**src/rtl/arsr_pkg.sv**
```systemverilog
package arsr_pkg;

  localparam logic [7:0] OFF_REQ_ACTIVE = 8'h20;
  localparam logic [7:0] OFF_ERR_TALLY = 8'h24;
  localparam logic [7:0] OFF_REQ_TALLY = 8'h28;
  localparam logic [7:0] OFF_HPD_CMD = 8'h2C;
  localparam logic [7:0] OFF_SYNC_HALF = 8'h30;
  localparam logic [7:0] OFF_LAST_CMD = 8'h34;
  localparam logic [7:0] OFF_LAST_ADDR = 8'h38;
  localparam logic [7:0] OFF_LAST_LEN = 8'h3C;
  localparam logic [7:0] OFF_CAUSE = 8'h40;
  localparam logic [7:0] OFF_MASK = 8'h44;

  localparam int HPD_PULSE_LSB = 0;
  localparam int HPD_DUR_LSB = 16;
  localparam int HPD_DUR_MSB = 31;

  localparam int CAUSE_UNPLUG = 31;
  localparam int CAUSE_CRC_START = 30;
  localparam int CAUSE_ACT_SEQ = 29;
  localparam int CAUSE_PAYLOAD_ALLOC = 28;
  localparam int CAUSE_AUDIO_OVF = 27;
  localparam int CAUSE_TPS3 = 18;
  localparam int CAUSE_TPS2 = 17;
  localparam int CAUSE_TPS1 = 16;
  localparam int CAUSE_BW_CHANGE = 15;
  localparam int CAUSE_TRAIN_DONE = 14;

  localparam logic [31:0] MASK_RESET = 32'hFFFFFFFF;
  localparam logic [31:0] CAUSE_RESET = 32'h00000000;
  localparam logic [15:0] HPD_DEFAULT_US = 16'h02EE;

  localparam int CLK_MHZ = 200;
  localparam int US_NS = 1000;
  localparam int CLK_PERIOD_NS = US_NS / CLK_MHZ;
  localparam int CYC_PER_US = US_NS / CLK_PERIOD_NS;
  localparam logic [7:0] US_TICK_LAST = 8'(CYC_PER_US - 1);

  localparam logic [9:0] HALF_MAX = 10'h3FF;
  localparam logic [2:0] SYNC_RESET = 3'h0;

  typedef enum logic [1:0] {HTRANS_IDLE, HTRANS_BUSY, HTRANS_NONSEQ, HTRANS_SEQ} arsr_htrans_t;

  // Request report from the aux receiver logic, same clock domain
  typedef struct packed {
    logic active;
    logic inSync;
    logic done;
    logic error;
    logic addrOnly;
    logic [3:0] command;
    logic [19:0] address;
    logic [4:0] byteCount;
  } arsr_req_t;

  // One-cycle event pulses from the rest of the receiver
  typedef struct packed {
    logic unplug;
    logic crcStart;
    logic actSeq;
    logic payloadAlloc;
    logic audioOverflow;
    logic tps3Start;
    logic tps2Start;
    logic tps1Start;
    logic bwChange;
    logic trainDone;
  } arsr_evt_t;

endpackage

```
**src/rtl/arsr_regs.sv**
```systemverilog
// Contract
// - Bit 0 reads 1 while request in progress
// - 8-bit error count, cleared by 0x28 write
// - 8-bit request count, cleared by 0x28 write
// - Writing bit 0 pulses hot-plug output low
// - Pulse duration from bits 31:16 in microseconds
// - Hot-plug command register always reads zero
// - Report sync half-period in clock cycles
// - Capture latest request command, four bits
// - Capture latest request address, twenty bits
// - I2C requests keep seven address bits only
// - Length stored as byte count minus one
// - Lengths from one to sixteen bytes
// - Address-only request reports length zero
// - Reading cause register returns then clears it
// - Writing cause register clears all bits too
// - Causes 31,30,29: unplug, CRC, ACT
// - Cause 28: payload allocation table written
// - Cause 27: audio FIFO overflow
// - Causes 18,17,16: training patterns 3,2,1
// - Cause 15: link bandwidth changed
// - Cause 14: link training done
// - Mask at 0x044 gates interrupt, resets ones
module arsr_regs
  import arsr_pkg::*;
#(
  parameter logic [15:0] HPD_ZERO_US = HPD_DEFAULT_US
)
(
  input wire logic clk,
  input wire logic rst,
  input wire logic hsel,
  input wire logic [31:0] haddr,
  input wire logic [1:0] htrans,
  input wire logic hwrite,
  input wire logic [2:0] hsize,
  input wire logic [31:0] hwdata,
  input wire logic hready,
  output logic [31:0] hrdata,
  output logic hreadyout,
  output logic hresp,
  input wire logic auxLinkClk,
  input wire arsr_req_t auxReq,
  input wire arsr_evt_t linkEvt,
  output logic hpdN,
  output logic hostIrq
);

  typedef enum logic {HPD_IDLE, HPD_PULSE} arsr_hpd_t;

  // Bus address and data phases
  logic [31:0] hrdata_q;
  logic hreadyout_q;
  logic wrPend_q;
  logic [7:0] wrAddr_q;

  wire addrPhase = hsel && hready && (htrans == 2'(HTRANS_NONSEQ) || htrans == 2'(HTRANS_SEQ));
  wire rdTake = addrPhase && !hwrite;
  wire wrTake = addrPhase && hwrite;
  wire [7:0] rdAddr = haddr[7:0];
  wire inRange = (haddr[31:8] == 24'h000000) && (haddr[1:0] == 2'h0);
  wire wrDone = wrPend_q && hready;

  wire wrReqTally = wrDone && (wrAddr_q == OFF_REQ_TALLY);
  wire wrHpd = wrDone && (wrAddr_q == OFF_HPD_CMD);
  wire wrCause = wrDone && (wrAddr_q == OFF_CAUSE);
  wire wrMask = wrDone && (wrAddr_q == OFF_MASK);
  wire rdCause = rdTake && inRange && (rdAddr == OFF_CAUSE);

  // Register state
  logic [7:0] errTally_q;
  logic [7:0] reqTally_q;
  logic [9:0] syncHalf_q;
  logic [3:0] lastCmd_q;
  logic [19:0] lastAddr_q;
  logic [3:0] lastLen_q;
  logic [31:0] cause_q;
  logic [31:0] mask_q;
  logic hostIrq_q;
  logic hresp_q;

  // Link clock sampling and edge timing
  logic [2:0] linkSync_q;
  logic linkLvl_q;
  logic [9:0] halfCnt_q;
  logic syncEdgeSeen_q;

  wire linkStable = linkSync_q[1] == linkSync_q[2];
  wire linkEdge = linkStable && (linkSync_q[2] != linkLvl_q);
  wire [9:0] halfCnt_d = linkEdge ? 10'h000 : (halfCnt_q == HALF_MAX ? HALF_MAX : halfCnt_q + 10'h001);
  wire captureHalf = linkEdge && auxReq.inSync && syncEdgeSeen_q;
  wire [9:0] halfMeasured = (halfCnt_q == HALF_MAX) ? HALF_MAX : halfCnt_q + 10'h001;

  // Request capture
  wire [7:0] errTally_d = (wrReqTally ? 8'h00 : errTally_q) + {7'h00, auxReq.error};
  wire [7:0] reqTally_d = (wrReqTally ? 8'h00 : reqTally_q) + {7'h00, auxReq.done};
  wire isI2c = !auxReq.command[3];
  wire [19:0] addrKept = isI2c ? {13'h0000, auxReq.address[6:0]} : auxReq.address;
  wire [4:0] lenMinusOne = auxReq.byteCount - 5'h01;
  wire [3:0] lenField = auxReq.addrOnly ? 4'h0 : lenMinusOne[3:0];

  // Interrupt causes
  logic [31:0] causeSet;
  always_comb
  begin
    causeSet = 32'h00000000;
    causeSet[CAUSE_UNPLUG] = linkEvt.unplug;
    causeSet[CAUSE_CRC_START] = linkEvt.crcStart;
    causeSet[CAUSE_ACT_SEQ] = linkEvt.actSeq;
    causeSet[CAUSE_PAYLOAD_ALLOC] = linkEvt.payloadAlloc;
    causeSet[CAUSE_AUDIO_OVF] = linkEvt.audioOverflow;
    causeSet[CAUSE_TPS3] = linkEvt.tps3Start;
    causeSet[CAUSE_TPS2] = linkEvt.tps2Start;
    causeSet[CAUSE_TPS1] = linkEvt.tps1Start;
    causeSet[CAUSE_BW_CHANGE] = linkEvt.bwChange;
    causeSet[CAUSE_TRAIN_DONE] = linkEvt.trainDone;
  end

  // New events win over a clearing read or write
  wire causeClear = rdCause || wrCause;
  wire [31:0] cause_d = (causeClear ? CAUSE_RESET : cause_q) | causeSet;
  wire [31:0] mask_d = wrMask ? hwdata : mask_q;
  wire irq_d = |(cause_d & ~mask_d);

  // Hot-plug pulse
  arsr_hpd_t hpdState_q;
  logic [7:0] usTick_q;
  logic [15:0] usLeft_q;
  logic hpdN_q;

  wire [15:0] durField = hwdata[HPD_DUR_MSB:HPD_DUR_LSB];
  wire [15:0] durUs = (durField == 16'h0000) ? HPD_ZERO_US : durField;
  wire hpdStart = wrHpd && hwdata[HPD_PULSE_LSB];
  wire usTickEnd = usTick_q == US_TICK_LAST;
  wire hpdLast = usTickEnd && (usLeft_q == 16'h0001);

  // Read data, selected in the address phase; unmapped offsets read zero
  logic [31:0] rdMux;
  always_comb
  begin
    rdMux = 32'h00000000;
    if (!inRange)
      rdMux = 32'h00000000;
    else if (rdAddr == OFF_REQ_ACTIVE)
      rdMux = {31'h0, auxReq.active};
    else if (rdAddr == OFF_ERR_TALLY)
      rdMux = {24'h0, errTally_q};
    else if (rdAddr == OFF_REQ_TALLY)
      rdMux = {24'h0, reqTally_q};
    else if (rdAddr == OFF_HPD_CMD)
      rdMux = 32'h00000000;
    else if (rdAddr == OFF_SYNC_HALF)
      rdMux = {22'h0, syncHalf_q};
    else if (rdAddr == OFF_LAST_CMD)
      rdMux = {28'h0, lastCmd_q};
    else if (rdAddr == OFF_LAST_ADDR)
      rdMux = {12'h0, lastAddr_q};
    else if (rdAddr == OFF_LAST_LEN)
      rdMux = {28'h0, lastLen_q};
    else if (rdAddr == OFF_CAUSE)
      rdMux = cause_q;
    else if (rdAddr == OFF_MASK)
      rdMux = mask_q;
  end

  // Read address phase loads the word that the next edge hands over
  always_ff @(posedge clk or posedge rst)
  begin
    if (rst)
      hrdata_q <= 32'h00000000;
    else if (rdTake)
      hrdata_q <= rdMux;
  end

  // Zero wait states, always an OKAY response
  always_ff @(posedge clk or posedge rst)
  begin
    if (rst)
    begin
      hreadyout_q <= 1'b0;
      hresp_q <= 1'b0;
    end
    else
    begin
      hreadyout_q <= 1'b1;
      hresp_q <= 1'b0;
    end
  end

  // Writes land at the end of their data phase, while hwdata stands
  always_ff @(posedge clk or posedge rst)
  begin
    if (rst)
      wrPend_q <= 1'b0;
    else if (hready)
      wrPend_q <= wrTake && inRange;
  end

  always_ff @(posedge clk or posedge rst)
  begin
    if (rst)
      wrAddr_q <= 8'h00;
    else if (wrTake)
      wrAddr_q <= rdAddr;
  end

  // Request and error tallies wrap at eight bits
  always_ff @(posedge clk or posedge rst)
  begin
    if (rst)
    begin
      errTally_q <= 8'h00;
      reqTally_q <= 8'h00;
    end
    else
    begin
      errTally_q <= errTally_d;
      reqTally_q <= reqTally_d;
    end
  end

  always_ff @(posedge clk or posedge rst)
  begin
    if (rst)
    begin
      cause_q <= CAUSE_RESET;
      mask_q <= MASK_RESET;
      hostIrq_q <= 1'b0;
    end
    else
    begin
      cause_q <= cause_d;
      mask_q <= mask_d;
      hostIrq_q <= irq_d;
    end
  end

  always_ff @(posedge clk or posedge rst)
  begin
    if (rst)
    begin
      lastCmd_q <= 4'h0;
      lastAddr_q <= 20'h00000;
      lastLen_q <= 4'h0;
    end
    else if (auxReq.done)
    begin
      lastCmd_q <= auxReq.command;
      lastAddr_q <= addrKept;
      lastLen_q <= lenField;
    end
  end

  // Three-stage sampler; a level counts once stages two and three agree
  always_ff @(posedge clk or posedge rst)
  begin
    if (rst)
    begin
      linkSync_q <= SYNC_RESET;
      linkLvl_q <= 1'b0;
    end
    else
    begin
      linkSync_q <= {linkSync_q[1:0], auxLinkClk};
      if (linkEdge)
        linkLvl_q <= linkSync_q[2];
    end
  end

  // Cycles since the last accepted edge, held at the top of the range
  always_ff @(posedge clk or posedge rst)
  begin
    if (rst)
      halfCnt_q <= 10'h000;
    else
      halfCnt_q <= halfCnt_d;
  end

  // The first edge of a preamble only starts the timing
  always_ff @(posedge clk or posedge rst)
  begin
    if (rst)
      syncEdgeSeen_q <= 1'b0;
    else if (!auxReq.inSync)
      syncEdgeSeen_q <= 1'b0;
    else if (linkEdge)
      syncEdgeSeen_q <= 1'b1;
  end

  always_ff @(posedge clk or posedge rst)
  begin
    if (rst)
      syncHalf_q <= 10'h000;
    else if (captureHalf)
      syncHalf_q <= halfMeasured;
  end

  always_ff @(posedge clk or posedge rst)
  begin
    if (rst)
    begin
      hpdState_q <= HPD_IDLE;
      usTick_q <= 8'h00;
      usLeft_q <= 16'h0000;
      hpdN_q <= 1'b1;
    end
    else
    begin
      case (hpdState_q)
        HPD_IDLE:
        begin
          if (hpdStart)
          begin
            hpdState_q <= HPD_PULSE;
            usTick_q <= 8'h00;
            usLeft_q <= durUs;
            hpdN_q <= 1'b0;
          end
        end
        HPD_PULSE:
        begin
          if (hpdStart)
          begin
            usTick_q <= 8'h00;
            usLeft_q <= durUs;
          end
          else if (hpdLast)
          begin
            hpdState_q <= HPD_IDLE;
            hpdN_q <= 1'b1;
          end
          else if (usTickEnd)
          begin
            usTick_q <= 8'h00;
            usLeft_q <= usLeft_q - 16'h0001;
          end
          else
            usTick_q <= usTick_q + 8'h01;
        end
        default:
          hpdState_q <= HPD_IDLE;
      endcase
    end
  end

  assign hrdata = hrdata_q;
  assign hreadyout = hreadyout_q;
  assign hresp = hresp_q;
  assign hpdN = hpdN_q;
  assign hostIrq = hostIrq_q;

endmodule

```
**config.mk**
```make
export PLATFORM = sky130hd
export DESIGN_NAME = arsr_regs
export DESIGN_NICKNAME = d
export VERILOG_FILES = /design/src/rtl/arsr_pkg.sv /design/src/rtl/arsr_regs.sv
export SDC_FILE = /design/constraint.sdc
export NUM_CORES = 1
export LEC_CHECK = 0
export ABC_AREA = 1
export CAP_MARGIN = 20
export CORE_MARGIN = 1.5
export CORE_UTILIZATION = 35
export CTS_CLUSTER_SIZE = 8
export DETAILED_ROUTE_END_ITERATION = 10
export DONT_BUFFER_PORTS = 1
export GPL_TIMING_DRIVEN = 0
export SLEW_MARGIN = 20
export SYNTH_ARGS = -nofsm -noshare
export SYNTH_HDL_FRONTEND = slang
export SYNTH_SLANG_ARGS = --single-unit
```
**constraint.sdc**
```tcl
create_clock -name clk -period 7.8 [get_ports clk]
set_input_delay 0.39 -clock clk [delete_from_list [all_inputs] [get_ports clk]]
set_output_delay 0.39 -clock clk [all_outputs]
set_load 0.05 [all_outputs]
```
==> run summary <==
DRC - 0
Startpoint Class - flop
Buffers on Ports - 0
Clk buf depth - 3
Chip width - 172 um
Hold depth - 2
GRT busiest layer - met2
H-tree Lvls - 1
Syn nets - 1364
First-pass GRT wire length - 45500 um
Internal power - 1.95 mW
Synthesized-area fraction occupied by and/or/nand/nor cells - 24.7%
Xor-xnor portion of the synthesized cell area - 1.49%
R2R cell count - 13
Worst-path clk slew - 0.06 ns
Gr usage total - 20.1%
M3 GR Usage - 5.02%
Die height - 172 um
Die area - 0.0295 mm^2
Router iterations before antenna repair - 5
Max transition margin - 58.7%
GPL Wtd Cong - 0.844
CP max stage delay - 0.37 ns
DRT antenna net count - 0
Post-synth top area cell - dfrtp_1
Initial antenna violation count - 4
Initial DRC count - 646
Number of CTS-inserted buffers - 29
Largest net degree at the start of global routing - 86
Layout area overhead - 17.0%
Leading cell type in the layout, fill and taps excluded - nand2_1
Levels on crit path - 13
Post-Place Worst Slack - 5.18 ns
Crit path max-delay family - simple AND/OR/NAND/NOR gates
Core area - 0.0279 mm^2
# clock sinks - 202
Worst path cell trace - nor2_1 > inv_1 > nor3_1 > nand3_1 > clkbuf_1 > nand2_1 > inv_1 > ha_1 > ha_1 > inv_1 > nor3_1 > nand3_1 > xor2_1
Top-area cell type share of the netlist area - 42.4%
Grt total ovfl - 0
Post-Synth Adder-Cell Area - 1.13%
Syn avg cell area - 8.06 um^2
Max-slew violation count - 0
Post-DP HPWL - 21600 um
Final setup viols - 0
Worst min-delay path class - in -> reg
Leak - 5.74 nW
IO Pins - 155
Buf/Inv on CP - 4
Most Frequent Cell on Critical Path - inv_1
Most frequent cells in the layout - 322 x nand2_1, 195 x inv_1, 169 x dfrtp_1
Max Cap Violations - 0
Routed wire per std cell - 17.1 um
DRT Wirelength - 29100 um
Vias in the first global route - 8338
Part of the power in registers - 46.3%
CTS tree - done
Initial Utilization - 35.7%
CTS Hold Buffers Added - 34
Number of distinct library cells after synthesis - 47
RSZ-0062 raised after global routing - no
Pwr Total - 2.65 mW
Power Density - 227 mW/mm^2
Clock Skew - 0.0177 ns
Row count - 61
Logic pwr share - 10.3%
Postcts setup bufs - 0
Worst-path maximum fanout - 10
Clock power frac - 43.4%
Post-Syn Area - 0.00997 mm^2
Final net count - 1431
Largest family of logic cells by synthesized area - simple AND/OR/NAND/NOR gates
Setup TNS - 0 ns
VDD IR max - 135 uV
Routed vias - 8363
Crit path kind - reg -> reg
Ranking of synthesized cells by area - dfrtp_1 42%, nand2_1 12%, dfstp_2 8.7%, inv_1 7.4%, o21ai_0 4.2%
Final Hold Fails - 0
Final period util - 33.7%
Sequential share of the synthesized area - 51.1%
CTS-repair resized insts - 0
Post-synthesis mux area share - 0.452%
P_sw - 0.705 mW
Synth Instances - 1236
Data required, critical path - 8.24 ns
Arrival @ worst endpoint - 3.07 ns
Compound-Gate Fraction of Synth Area - 11.6%
Met1 Usage GRT - 26.8%
Worst path slowest cell - dfrtp_1
Synthesis Warnings - 0
GRT met2 Usage - 32.3%
Skew-Pair Late Insertion Delay - 0.54 ns
Post-synthesis register bit count - 202
Kind of end point of the critical path - flop
Slew @ Worst Pin - 0.616 ns
Switching Fraction - 26.6%
Via/cell ratio - 4.90
Status - finished clean
Layout cells sized above 1 - 8.77%
Tmin final - 2.63 ns
Fmax - 380 MHz
Clock Root Buffer - clkbuf_16
Final WS setup - 5.17 ns
[power by group through the flow]
stage | sequential [mW] | clock, mW | combinational, mW
after floorplan | 1.22 | 0 | 0.205
after global routing | 1.24 | 1.21 | 0.317
after CTS | 1.23 | 1.17 | 0.277
final | 1.23 | 1.15 | 0.274
after detailed placement | 1.24 | 0 | 0.261
after global placement | 1.24 | 0 | 0.249
[final timing paths]
check                              start            end  slack (ns)
min in group asynchronous            rst     hrdata[22]        0.37
max reg2reg                  wrAddr_q[1]  errTally_q[6]        5.17
max in group asynchronous            rst      hrdata[7]        6.29
min reg2reg                linkSync_q[0]  linkSync_q[1]        0.35
max                          wrAddr_q[1]  errTally_q[6]        5.17
min                           linkEvt[3]    cause_q[17]        0.02
[cell usage after synthesis (all sizes together)]
cell     number
nand2       327
inv         200
dfrtp       169
nor2        123
o21ai       101
nand3        69
a21oi        36
dfstp        33
clkbuf       26
nor3         18
o22ai        18
nand4        16
xor2         14
a32o         13
buf           9
ha            9
o221ai        9
nor4          7
a22o          4
mux2          4
nand3b        4
or2           4
a221oi        3
a31oi         3
clkinv        3
xnor2         3
conb          2
o211ai        2
o32ai         2
o41ai         2
and2          1
o2111ai       1
o21bai        1
[state kept, by name, indices dropped and copies added, names as in the netlist, 3 cells and up]
signal / count
syncHalf_q: 10
hrdata: 32
reqTally_q: 8
usLeft_q: 16
cause_q: 32
lastCmd_q: 4
wrAddr_q: 8
halfCnt_q: 10
linkSync_q: 3
mask_q: 32
usTick_q: 8
lastAddr_q: 20
errTally_q: 8
lastLen_q: 4
[metal layers]
layer | routed length, um | up-vias
li1 | - | 4110
met4 | 839 | 2
met5 | 12 | -
met3 | 2060 | 54
met1 | 12900 | 3987
met2 | 13300 | 210
[cell type report]
class	instances	area [um^2]
Tap cell	378	473
Clock buffer	50	805
Antenna cell	4	10.0
Timing Repair Buffer	36	395
Inverter	203	769
Buffer	35	179
Fill cell	2883	16300
Multi-Input combinational cell	796	3930
Clock inverter	1	8.76
Sequential cell	202	5100
[logic make-up after synthesis]
kind of cell / Yosys count
mux: 4
compound gates: 195
simple gates: 569
other cells: 2
fa+ha+maj: 9
flops: 202
buf+inv: 238
xor+xnor: 17
[stage by stage]
step                hold slack [ns]  instances  instance area [um^2]  utilization, %
floorplan                     0.331       1236                  9970               -
global placement              0.334       1614                 10400            37.4
detailed placement            0.283       1616                 10500            37.6
CTS                        0.000794       1701                 11700            41.7
global route                 0.0124       1702                 11700            41.7
finish                       0.0165       1705                 11700            41.8
Note: power is estimated with default switching activity, not from simulation.
